[src/core/gcr_pkg.sv]
// Shared constants and carrier types for the gauge register bank and display
package gcr_pkg;
	// Clock and timing
	localparam int CLK_HZ = 25_000_000;
	localparam int VSB_PERIOD_MS = 1000;
	localparam int HOLD_MS = 4000;
	localparam int PWM_HZ = 320;
	localparam int BLINK_HZ = 4;
	localparam int BANK_ON_PCT = 30;
	localparam int SEC_CYC = CLK_HZ / 1000 * VSB_PERIOD_MS;
	localparam int HOLD_CYC = CLK_HZ / 1000 * HOLD_MS;
	localparam int PWM_CYC = CLK_HZ / PWM_HZ;
	localparam int BLINK_CYC = CLK_HZ / (2 * BLINK_HZ);
	// Register addresses
	localparam logic [6:0] A_LMD = 7'h05;
	localparam logic [6:0] A_PULLDOWN = 7'h07;
	localparam logic [6:0] A_PULLUP = 7'h08;
	localparam logic [6:0] A_STRAP_RST = 7'h09;
	localparam logic [6:0] A_OVERRIDE = 7'h0a;
	localparam logic [6:0] A_OFFSET = 7'h0b;
	localparam logic [6:0] A_SDR = 7'h0c;
	localparam logic [6:0] A_DMF = 7'h0d;
	localparam logic [6:0] A_LIGHT_LOAD_COMP = 7'h0e;
	localparam logic [6:0] A_CHARGE_EFFICIENCY_REG = 7'h0f;
	localparam logic [6:0] A_VSB = 7'h7e;
	// Override register fields
	localparam int OVR_EN_BIT = 1;
	localparam int OVR_SEG_LSB = 2;
	// Strap-selected and fixed reset values
	localparam logic [7:0] OFS_NONE = 8'h00;
	localparam logic [7:0] OFS_75UV = 8'h2e;
	localparam logic [7:0] OFS_150UV = 8'h17;
	localparam logic [7:0] SDR_64 = 8'heb;
	localparam logic [7:0] SDR_128 = 8'hd6;
	localparam logic [7:0] SDR_512 = 8'h58;
	localparam logic [7:0] CHARGE_EFFICIENCY_REG_LOW = 8'h50;
	localparam logic [7:0] CHARGE_EFFICIENCY_REG_FLOAT = 8'h5a;
	localparam logic [7:0] CHARGE_EFFICIENCY_REG_HIGH = 8'h5f;
	localparam logic [7:0] DMF_DEFAULT = 8'hb4;
	localparam logic [7:0] ZERO8 = 8'h00;
	// Efficiency derating in percent
	localparam logic [7:0] EFF_TEMP_STEP = 8'h05;
	localparam logic [7:0] EFF_TRICKLE_DROP = 8'h0f;
	// Display scaling, bank masks and strap bit positions
	localparam logic [3:0] SEG_COUNT = 4'h5;
	localparam logic [3:0] LOW_PCT_DIV = 4'ha;
	localparam logic [4:0] BANK_A = 5'h15;
	localparam logic [4:0] BANK_B = 5'h0a;
	localparam int STRAP_OFS = 5;
	localparam int STRAP_SDR = 2;
	localparam int STRAP_CC = 4;

	typedef enum logic [1:0] {
		SEQ_INIT = 2'b00,
		SEQ_RUN = 2'b01,
		SEQ_ARMED = 2'b10,
		SEQ_RESET = 2'b11
	} gcr_seq_e;

	typedef struct packed {
		logic wr;
		logic rd;
		logic [6:0] addr;
		logic [7:0] wdata;
	} gcr_req_s;

	typedef struct packed {
		logic [5:0] pd;
		logic [5:0] pu;
	} gcr_strap_s;

	typedef struct packed {
		logic [7:0] available_charge_count;
		logic [7:0] programmed_full_capacity;
		logic [7:0] vsb_sample;
		logic below_q;
		logic chg_fast;
		logic dis_fast;
		logic first_empty_warning;
		logic absolute;
		logic [2:0] temp_band;
		logic trickle;
	} gcr_gauge_s;

	typedef struct packed {
		logic nac_clear;
		logic vdq_clear;
		logic brp_set;
		logic extra_dis;
		logic [7:0] learned_full_capacity;
		logic [7:0] offset;
		logic [7:0] self_discharge_rate_reg;
		logic [7:0] magnitude_filter_reg;
		logic [7:0] eff;
	} gcr_ctrl_s;

	typedef struct packed {
		logic [1:0] lo_sync;
		logic [1:0] hi_sync;
		logic [31:0] pwm_cnt;
		logic [31:0] blink_cnt;
		logic blink;
		logic [31:0] hold_cnt;
		logic [4:0] seg;
		logic com;
	} gcr_display_control_pin_st_s;
endpackage

[src/core/gcr_display.sv]
// LED capacity display: level scaling, bank multiplexing, blink and pin control
`timescale 1ns/1ps
module gcr_display import gcr_pkg::*; #(
	parameter int PWM_CYC_P = PWM_CYC,
	parameter int BLINK_CYC_P = BLINK_CYC,
	parameter int HOLD_CYC_P = HOLD_CYC
) (
	// Clock and reset
	input wire logic mclk,
	input wire logic rst,
	// Display control pin sense, asynchronous
	input wire logic display_control_pin_low_pin,
	input wire logic display_control_pin_high_pin,
	// Capacity and status
	input wire logic [7:0] available_charge_count,
	input wire logic [7:0] learned_full_capacity,
	input wire logic [7:0] programmed_full_capacity,
	input wire logic absolute,
	input wire logic first_empty_warning,
	input wire logic chg_fast,
	input wire logic dis_fast,
	// Override
	input wire logic ovr_en,
	input wire logic [4:0] ovr_seg,
	// Pins
	output logic [4:0] led_segment_out,
	output logic led_common_out
);
	localparam int ON_CYC = PWM_CYC_P * BANK_ON_PCT / 100;
	localparam int HALF_CYC = PWM_CYC_P / 2;
	gcr_display_control_pin_st_s s, n;
	logic [7:0] ref_cap;
	logic [4:0] lvl;
	logic low_bat;
	logic active;
	logic bank_a, bank_b;

	assign ref_cap = absolute ? programmed_full_capacity : learned_full_capacity;
	genvar k;
	generate
		for (k = 0; k < 5; k++) begin : g_lvl
			// Segment k lights once charge exceeds k fifths of the reference
			assign lvl[k] = (12'(available_charge_count) * 12'(SEG_COUNT)) > (12'(ref_cap) * 12'(k));
		end
	endgenerate
	assign low_bat = first_empty_warning || ((12'(available_charge_count) * 12'(LOW_PCT_DIV)) < 12'(ref_cap));
	assign bank_a = s.pwm_cnt < 32'(ON_CYC);
	assign bank_b = (s.pwm_cnt >= 32'(HALF_CYC)) && (s.pwm_cnt < 32'(HALF_CYC + ON_CYC));

	always_comb begin
		n = s;
		n.lo_sync = {s.lo_sync[0], display_control_pin_low_pin};
		n.hi_sync = {s.hi_sync[0], display_control_pin_high_pin};
		n.pwm_cnt = (s.pwm_cnt == 32'(PWM_CYC_P - 1)) ? 32'h0 : s.pwm_cnt + 32'h1;
		n.blink_cnt = (s.blink_cnt == 32'(BLINK_CYC_P - 1)) ? 32'h0 : s.blink_cnt + 32'h1;
		if (s.blink_cnt == 32'(BLINK_CYC_P - 1)) begin
			n.blink = !s.blink;
		end
		// Held low keeps the display lit and re-arms the four second tail
		active = 1'b0;
		if (s.hi_sync[1]) begin
			n.hold_cnt = 32'h0;
		end else if (s.lo_sync[1]) begin
			n.hold_cnt = 32'(HOLD_CYC_P);
			active = 1'b1;
		end else if (s.hold_cnt != 32'h0) begin
			n.hold_cnt = s.hold_cnt - 32'h1;
			active = 1'b1;
		end else begin
			active = chg_fast || dis_fast;
		end
		if (ovr_en) begin
			n.seg = ovr_seg;
			n.com = 1'b1;
		end else begin
			n.seg = lvl;
			if (low_bat) begin
				n.seg[0] = s.blink;
			end
			n.seg = n.seg & ((bank_a ? BANK_A : 5'h00) | (bank_b ? BANK_B : 5'h00)) & {5{active}};
			n.com = active && (bank_a || bank_b);
		end
	end

	always_ff @(posedge mclk or posedge rst) begin
		if (rst) begin
			s <= '0;
		end else begin
			s <= n;
		end
	end

	assign led_segment_out = s.seg;
	assign led_common_out = s.com;
endmodule // gcr_display

[src/core/gcr_regs.sv]
// Configuration and status register bank with LED capacity display
`timescale 1ns/1ps
module gcr_regs import gcr_pkg::*; #(
	parameter int SEC_CYC_P = SEC_CYC,
	parameter int HOLD_CYC_P = HOLD_CYC,
	parameter int PWM_CYC_P = PWM_CYC,
	parameter int BLINK_CYC_P = BLINK_CYC
) (
	// Clock and reset
	input wire logic mclk,
	input wire logic rst,
	// Register access from the serial engine
	input wire gcr_req_s req,
	output logic [7:0] rdata,
	// Strap detection results
	input wire gcr_strap_s straps,
	input wire logic strap_valid,
	// Gauge core status
	input wire gcr_gauge_s gauge,
	// Display control pin sense
	input wire logic display_control_pin_low_pin,
	input wire logic display_control_pin_high_pin,
	// Controls to the gauge core
	output gcr_ctrl_s ctrl,
	// LED pins
	output logic [4:0] led_segment_out,
	output logic led_common_out
);
	typedef struct packed {
		gcr_seq_e seq;
		logic [5:0] pd;
		logic [5:0] pu;
		logic [7:0] learned_full_capacity;
		logic [7:0] ovr;
		logic [7:0] offset;
		logic [7:0] self_discharge_rate_reg;
		logic [7:0] magnitude_filter_reg;
		logic [7:0] light_load_comp;
		logic [7:0] charge_efficiency_reg;
		logic [7:0] battery_voltage_reg;
		logic [7:0] eff;
		logic [7:0] rdata;
		logic [31:0] sec_cnt;
		logic [7:0] lc_acc;
		logic extra_dis;
		logic nac_clear;
		logic vdq_clear;
		logic brp_set;
	} gcr_st_s;

	gcr_st_s s, n;
	logic tick;
	logic wr_ok;
	logic [8:0] lc_sum;
	logic [8:0] derate;
	logic strap_load;

	assign tick = s.sec_cnt == 32'(SEC_CYC_P - 1);
	assign wr_ok = req.wr && (s.seq == SEQ_RUN || s.seq == SEQ_ARMED);
	assign lc_sum = {1'b0, s.lc_acc} + {1'b0, s.light_load_comp};
	assign strap_load = s.seq == SEQ_INIT && strap_valid;

	// Three-state strap decode: pull-down, pull-up or floating
	function automatic logic [7:0] pick(input logic pd, input logic pu,
		input logic [7:0] v_lo, input logic [7:0] v_fl, input logic [7:0] v_hi);
		logic [7:0] v;
		v = v_fl;
		if (pd && !pu) begin
			v = v_lo;
		end else if (pu && !pd) begin
			v = v_hi;
		end
		return v;
	endfunction

	always_comb begin
		n = s;
		n.nac_clear = 1'b0;
		n.vdq_clear = 1'b0;
		n.brp_set = 1'b0;
		n.extra_dis = 1'b0;
		derate = 9'h0;

		n.sec_cnt = tick ? 32'h0 : s.sec_cnt + 32'h1;
		if (tick) begin
			n.battery_voltage_reg = gauge.vsb_sample;
		end

		// Load compensation: accumulate each second below the charge threshold,
		// the carry is one extra discharge count on top of self-discharge
		if (tick && gauge.below_q) begin
			n.lc_acc = lc_sum[7:0];
			n.extra_dis = lc_sum[8];
		end

		// Derived efficiency, saturating at zero
		if (s.pu[STRAP_CC] && !s.pd[STRAP_CC]) begin
			derate = 9'(gauge.temp_band) * 9'(EFF_TEMP_STEP);
			if (gauge.trickle) begin
				derate = derate + 9'(EFF_TRICKLE_DROP);
			end
		end
		n.eff = (9'(s.charge_efficiency_reg) > derate) ? 8'(9'(s.charge_efficiency_reg) - derate) : ZERO8;

		if (req.rd) begin
			unique case (req.addr)
				A_LMD: n.rdata = s.learned_full_capacity;
				A_PULLDOWN: n.rdata = {2'b00, s.pd};
				A_PULLUP: n.rdata = {2'b00, s.pu};
				A_STRAP_RST: n.rdata = {2'b00, s.pu | s.pd};
				A_OFFSET: n.rdata = s.offset;
				A_SDR: n.rdata = s.self_discharge_rate_reg;
				A_DMF: n.rdata = s.magnitude_filter_reg;
				A_LIGHT_LOAD_COMP: n.rdata = s.light_load_comp;
				A_CHARGE_EFFICIENCY_REG: n.rdata = s.charge_efficiency_reg;
				A_VSB: n.rdata = s.battery_voltage_reg;
				default: n.rdata = ZERO8;
			endcase
		end

		// Host writes; detection registers and voltage are read only
		if (wr_ok) begin
			unique case (req.addr)
				A_LMD: n.learned_full_capacity = req.wdata;
				A_OVERRIDE: n.ovr = req.wdata;
				A_OFFSET: n.offset = req.wdata;
				A_SDR: n.self_discharge_rate_reg = req.wdata;
				A_DMF: n.magnitude_filter_reg = req.wdata;
				A_LIGHT_LOAD_COMP: n.light_load_comp = req.wdata;
				A_CHARGE_EFFICIENCY_REG: n.charge_efficiency_reg = req.wdata;
				default: n.learned_full_capacity = n.learned_full_capacity;
			endcase
		end

		unique case (s.seq)
			SEQ_INIT: begin
				// Straps sampled once detection has settled after reset release
				if (strap_valid) begin
					n.pd = straps.pd;
					n.pu = straps.pu;
					n.offset = pick(straps.pd[STRAP_OFS], straps.pu[STRAP_OFS],
						OFS_150UV, OFS_NONE, OFS_75UV);
					n.self_discharge_rate_reg = pick(straps.pd[STRAP_SDR], straps.pu[STRAP_SDR],
						SDR_512, SDR_128, SDR_64);
					n.charge_efficiency_reg = pick(straps.pd[STRAP_CC], straps.pu[STRAP_CC],
						CHARGE_EFFICIENCY_REG_LOW, CHARGE_EFFICIENCY_REG_FLOAT, CHARGE_EFFICIENCY_REG_HIGH);
					n.magnitude_filter_reg = DMF_DEFAULT;
					n.seq = SEQ_RESET;
				end
			end
			SEQ_RUN: begin
				if (req.wr && req.addr == A_STRAP_RST && req.wdata == ZERO8) begin
					n.seq = SEQ_ARMED;
				end
			end
			SEQ_ARMED: begin
				// Any other write between the pair disarms the software reset
				if (req.wr && req.addr == A_LMD && req.wdata == ZERO8) begin
					n.seq = SEQ_RESET;
				end else if (req.wr && !(req.addr == A_STRAP_RST && req.wdata == ZERO8)) begin
					n.seq = SEQ_RUN;
				end
			end
			SEQ_RESET: begin
				n.learned_full_capacity = gauge.programmed_full_capacity;
				n.ovr = ZERO8;
				n.light_load_comp = ZERO8;
				n.lc_acc = ZERO8;
				n.nac_clear = 1'b1;
				n.vdq_clear = 1'b1;
				n.brp_set = 1'b1;
				n.seq = SEQ_RUN;
			end
		endcase
	end

	always_ff @(posedge mclk or posedge rst) begin
		if (rst) begin
			s <= '0;
		end else begin
			s <= n;
		end
	end

	assign rdata = s.rdata;
	assign ctrl.nac_clear = s.nac_clear;
	assign ctrl.vdq_clear = s.vdq_clear;
	assign ctrl.brp_set = s.brp_set;
	assign ctrl.extra_dis = s.extra_dis;
	assign ctrl.learned_full_capacity = s.learned_full_capacity;
	assign ctrl.offset = s.offset;
	assign ctrl.self_discharge_rate_reg = s.self_discharge_rate_reg;
	assign ctrl.magnitude_filter_reg = s.magnitude_filter_reg;
	assign ctrl.eff = s.eff;

	gcr_display #(
		.PWM_CYC_P(PWM_CYC_P),
		.BLINK_CYC_P(BLINK_CYC_P),
		.HOLD_CYC_P(HOLD_CYC_P)
	) u_display (
		.mclk(mclk),
		.rst(rst),
		.display_control_pin_low_pin(display_control_pin_low_pin),
		.display_control_pin_high_pin(display_control_pin_high_pin),
		.available_charge_count(gauge.available_charge_count),
		.learned_full_capacity(s.learned_full_capacity),
		.programmed_full_capacity(gauge.programmed_full_capacity),
		.absolute(gauge.absolute),
		.first_empty_warning(gauge.first_empty_warning),
		.chg_fast(gauge.chg_fast),
		.dis_fast(gauge.dis_fast),
		.ovr_en(s.ovr[OVR_EN_BIT]),
		.ovr_seg(s.ovr[OVR_SEG_LSB +: 5]),
		.led_segment_out(led_segment_out),
		.led_common_out(led_common_out)
	);
endmodule // gcr_regs

[config.mk]
export PLATFORM = sky130hd
export DESIGN_NAME = gcr_regs
export DESIGN_NICKNAME = d
export VERILOG_FILES = /design/src/core/gcr_pkg.sv /design/src/core/gcr_display.sv /design/src/core/gcr_regs.sv
export SDC_FILE = /design/constraint.sdc
export NUM_CORES = 1
export LEC_CHECK = 0
export ABC_AREA = 1
export BUFFER_PORTS_ARGS = -buffer_cell sky130_fd_sc_hd__buf_2
export CAP_MARGIN = 10
export CORE_ASPECT_RATIO = 1.2
export CORE_MARGIN = 10
export CORE_UTILIZATION = 55
export DETAILED_ROUTE_END_ITERATION = 6
export PLACE_DENSITY_LB_ADDON = 0.08
export SETUP_SLACK_MARGIN = 0.4
export SLEW_MARGIN = 20
export SYNTH_ARGS = -nofsm -noshare
export SYNTH_HDL_FRONTEND = slang
export SYNTH_SLANG_ARGS = --single-unit
[constraint.sdc]
create_clock -name mclk -period 10.55 [get_ports mclk]
set_clock_uncertainty 0.05 [all_clocks]
set_input_delay 1.055 -clock mclk [delete_from_list [all_inputs] [get_ports mclk]]
set_output_delay 1.055 -clock mclk [all_outputs]
set_load 0.1 [all_outputs]
======== Word-level counts from Yosys, hierarchy flattened ========
Index checks and enable logic that the tools add are counted.
storage, ports and cells
  output and inout port bits .............. 58
  bits in registers ....................... 244
operators by class
  multiplexer cells ....................... 47
  reduce and logical (&&, ||, !) cells .... 44
  multiply operators ...................... 4
  order comparisons ....................... 10
  bitwise logic cells ..................... 4
  equal/unequal tests ..................... 20
  add/subtract/negate cells ............... 7
operators with widths
  operator                                                      number
  two-way mux 32 bit                                            6
  two-way mux 8 bit                                             15
  adder 32 x 1 -> 32 bit, second input constant                 3
  case mux 8 bit (10 select lines)                              1
  == test 7 x 4 -> 1 bit, second input constant                 8
  two-way mux 56 bit                                            1
  two-way mux 24 bit                                            2
  == test 32 x 17 -> 1 bit, second input constant               1
  == test 32 x 22 -> 1 bit, second input constant               1
  == test 32 x 25 -> 1 bit, second input constant               1
  >= comparator 32 x 16 -> 1 bit, second input constant         1
  less-than comparator 32 x 15 -> 1 bit, second input constant  1
  less-than comparator 32 x 16 -> 1 bit, second input constant  1
  nonzero test 32 bit                                           1
  subtractor 32 x 1 -> 32 bit, second input constant            1
  two-way mux 6 bit                                             4
  > comparator 11 x 10 -> 1 bit                                 2
  multiplier 8 x 3 -> 11 bit, second input constant             2
  logical AND 1 bit                                             17
  two-way mux 16 bit                                            1
  == test 7 x 3 -> 1 bit, second input constant                 2
  two-way mux 14 bit                                            1
  two-way mux 7 bit                                             2
  less-than comparator 12 x 8 -> 1 bit                          1
  other kinds (33)                                              60

======== Logic depth before layout (Yosys ltp) ========
  word-level depth ........................ 8
  gate-level depth with buffers ........... 23
  mapped depth without buffers ............ 23

======== Cells and area by module ========
Synthesis repeated with hierarchy kept, for this count alone.
unflattened totals
  cells, all modules ...................... 2229
  area total of the unflattened synthesis .. 16380.7 sq um
by module, submodules not included
  module       seq. area each (sq um)  area an instance (sq um)  cells each  times used
  gcr_regs     3353.2                  8384.3                    1133        1
  gcr_display  2677.6                  7996.4                    1096        1

======== Worst setup path before layout ========
OpenSTA, ideal clock, no wires.
  path kind ............................... input -> register
  from .................................... input port gauge[4] (netlist bit)
  to ...................................... register u_display.s (netlist bit u_display.led_segment_out[3])
  setup time .............................. 0.116 ns
  arrival time ............................ 3.804 ns
  stages .................................. 21
  slack ................................... 6.579 ns
  path through ............................ clkbuf_1 -> nand2_1 -> o21ai_0 -> inv_1 -> ha_1 -> fa_1 -> nand3_1 -> nand2_1 -> a21oi_1 -> o21ai_0 -> xor2_1 -> ha_1 -> nand2_1 -> nor4_1 -> inv_1 -> nand2_1 -> nand2_1 -> nand2_1 -> nand3_1 -> nand2_1 -> nand2_1
RTL lines
  item                  line               RTL
  from (decl)           gcr_regs.sv:19     input wire gcr_gauge_s gauge,
  to (signal assigned)  gcr_display.sv:89  s <= n;
  to (decl)             gcr_display.sv:31  gcr_display_control_pin_st_s s, n;

==> run metrics <==
synthesized area per cell=7.47 µm²; max_slew headroom=36.5%; most common cell after layout, fill and taps aside=nand2_1; CP Class=in -> reg; postcts setup bufs=0; Crit path top cell by count=nand2_1; fin area=0.0171 mm²; status=finished clean; commonest cells after routing, fill and taps aside=nand2_1 (465), inv_1 (305), dfrtp_1 (241); Synth Instances=2,096; Final Max Slew Viols=0; Switching Fraction=43.8%; Hold-fix buffers, CTS=0; nets=2,339; die area=0.0357 mm²; met3 Track Usage GR=3.96%; EDFF count, synth=0; total track usage=23.4%; Slew @ Worst Pin=946 ps; Final GP Congestion=0.941; Reg power frac=34.3%; Final HPWL DP=32.8 mm; Max H-tree Level=1; Max Cap Violations=0; Psw=1.46 mW; area grow syn2layout=9.36%; first-pass GRT wire length=69.1 mm; P_leak=8.79 nW; flop-to-flop setup slack=6820 ps; DRT Wirelength=42.0 mm; final worst path period need=3900 ps; Int Pwr=1.87 mW; slowest CP cell=o21ai_0; largest cells by area after synthesis=dfrtp_1 (39%), nand2_1 (11%), ha_1 (7.6%); Most used DFF post-synth=dfrtp_1; R2R depth=19; number of gates resized after CTS=0; combinational share of power=38.4%; Hold Path End=u_display.s[104]; total negative slack=0 ps; CTS Sinks=241; via count=14,100; CP peak stage delay=510 ps; PwrDens=194 mW/mm²; IO Pins=125; antenna violations before repair=1; Clock Path Buffers=3; peak supply drop=301 µV; min-delay src=u_display.n[104]; Achievable Freq=256 MHz; wire per inst=16.3 µm; Post-synth ARST share=100%; Area after DPL=0.0163 mm²; register bit total from synthesis=241; input/output buffers=124; pin count of the biggest net entering global routing=99; Rows=67; Initial Utilization=55.9%; Critical Path Fanout Max=16; CP Launch Type=input port; met1 Use GR=30.4%; reg-to-reg endpoint=u_display.led_segment_out[3]; Synth Cell Area=0.0157 mm²; crit path cell chain=buf_2 -> o21ai_0 -> inv_1 -> ha_1 -> fa_1 -> nand3_1 -> nand2_1 -> a21oi_1 -> o21ai_0 -> xor2_1 -> ha_1 -> nand2_1 -> nor4_1 -> inv_1 -> nand2_1 -> nand2_1 -> nand2_1 -> nand3_1 -> nand2_1 -> nand2_1; drc violations=0; hold depth=0; period utilisation layout=37.0%; Die H=205 µm; Synth area leader=dfrtp_1; post-route ant nets=0; Clock transition at path regs=60 ps; Final setup viols=0; CTS tree=done; clock buffer count from CTS=27; CP startpoint=gauge[4]; grt ovf=0; Fin. Hold Viols=0; drt pass-1 iters=6; Synth cell types=50; RSZ-0062 raised after global routing=no; FF-to-FF Start=ctrl[33]; 1st-iter DRT viols=1,109; number of global-route vias before repair=13,700; GR peak layer=met2; Worst Path Arrival=4300 ps; worst-skew pair later-pin latency=550 ps; clock share of power=27.3%; met2 Resource Use GR=38.4%; synth warn=0; Die X=174 µm; layout cells sized above 1=9.26%; hold crit path type=reg -> reg; Worst Setup End Kind=register; Std-Cell Core Area=0.0280 mm²; root buffer cell=clkbuf_16; via density per instance=5.50; worst path required time=10,950 ps; Syn Nets=2,262; Yosys top cell area share=38.5%; register area share after synthesis=38.5%
[logic make-up (layout without fill, tap and decap cells)]
kind of cell / after synthesis / in the layout / share of synthesized area (%)
flops: 241 / 241 / 38.5
fa+ha+maj: 99 / 99 / 8.10
compound gates: 280 / 280 / 10.0
xor+xnor: 78 / 78 / 4.36
simple gates: 1002 / 1002 / 28.1
other cells: 0 / 1 / 0
buf+inv: 396 / 493 / 10.9
[worst max-delay path: cells and delay by family]
kind	cells	cell delay [ps]
AOI/OAI and AO/OA	3	770
adders and majority gates	3	980
xor gates and xnor gates	1	170
buffers and inverters	3	450
and+or+nand+nor	10	870
[sequential cells by signal, indices dropped and copies added (netlist names)]
signal,count
u_display.n,2
u_display.s,99
ctrl,42
u_display.led_common_out,1
s,84
u_display.led_segment_out,5
rdata,8
[metal layers]
metal	part of all wire [%]	vias up
met1	43	6569
met4	3.7	2
met2	46	501
met5	0.019	-
met3	7.1	99
li1	-	6976
[per-stage QoR]
step | utilization, % | setup slack, ps | power [mW] | hold WS (ps) | instances
final | 61.2 | 6650 | 3.33 | 297 | 2573
after global routing | 61.2 | 6180 | 3.52 | 303 | 2572
after CTS | 61.1 | 6610 | 3.36 | 299 | 2572
after detailed placement | 58.1 | 6020 | 2.43 | 286 | 2523
after global placement | 58.1 | 6100 | 2.41 | 282 | 2523
after floorplan | - | 2830 | 2.24 | 281 | 2096
[cells in the mapped netlist (5+ instances only)]
| library cell | count |
|---|---|
| nand4_1 | 63 |
| clkbuf_1 | 16 |
| nor3b_1 | 8 |
| a31oi_1 | 20 |
| buf_2 | 5 |
| nand3_1 | 108 |
| o22ai_1 | 7 |
| or2_2 | 9 |
| o221ai_1 | 7 |
| clkinv_1 | 7 |
| o21ai_0 | 118 |
| a211oi_1 | 8 |
| nor4_1 | 33 |
| nor2_1 | 218 |
| inv_1 | 306 |
| o211ai_1 | 8 |
| xor2_1 | 58 |
| dfrtp_1 | 241 |
| xnor2_1 | 20 |
| nor3_1 | 75 |
| a21oi_1 | 88 |
| nor2_2 | 7 |
| buf_4 | 58 |
| nand2_1 | 465 |
| ha_1 | 95 |
[how the worst max path moves through the flow]
stage	to	depth (start not counted)	slack, ps
after floorplan	ctrl[0]	1	2830
after global routing	u_display.led_segment_out[3]	20	6180
after detailed placement	u_display.led_segment_out[3]	20	6020
after global placement	u_display.led_segment_out[3]	20	6100
final	u_display.led_segment_out[3]	20	6650
after CTS	u_display.led_segment_out[3]	20	6610
[power groups by stage]
stage                     registers (mW)  logic [mW]  clock network, mW
after floorplan                     1.12        1.13                  0
after global placement              1.15        1.26                  0
after detailed placement            1.15        1.28                  0
after CTS                           1.14        1.28              0.933
after global routing                1.15        1.40              0.966
final                               1.14        1.28              0.909
[final cells by class]
type	instances	area [µm²]
clock inverter	12	100
antenna	1	2.50
timing repair buffer	128	654
tap	379	474
clock buffer	37	753
fill	2702	10900
inverter	316	1190
sequential	241	6030
multi-input combinational	1459	7920
(Power assumes the default switching activity.)
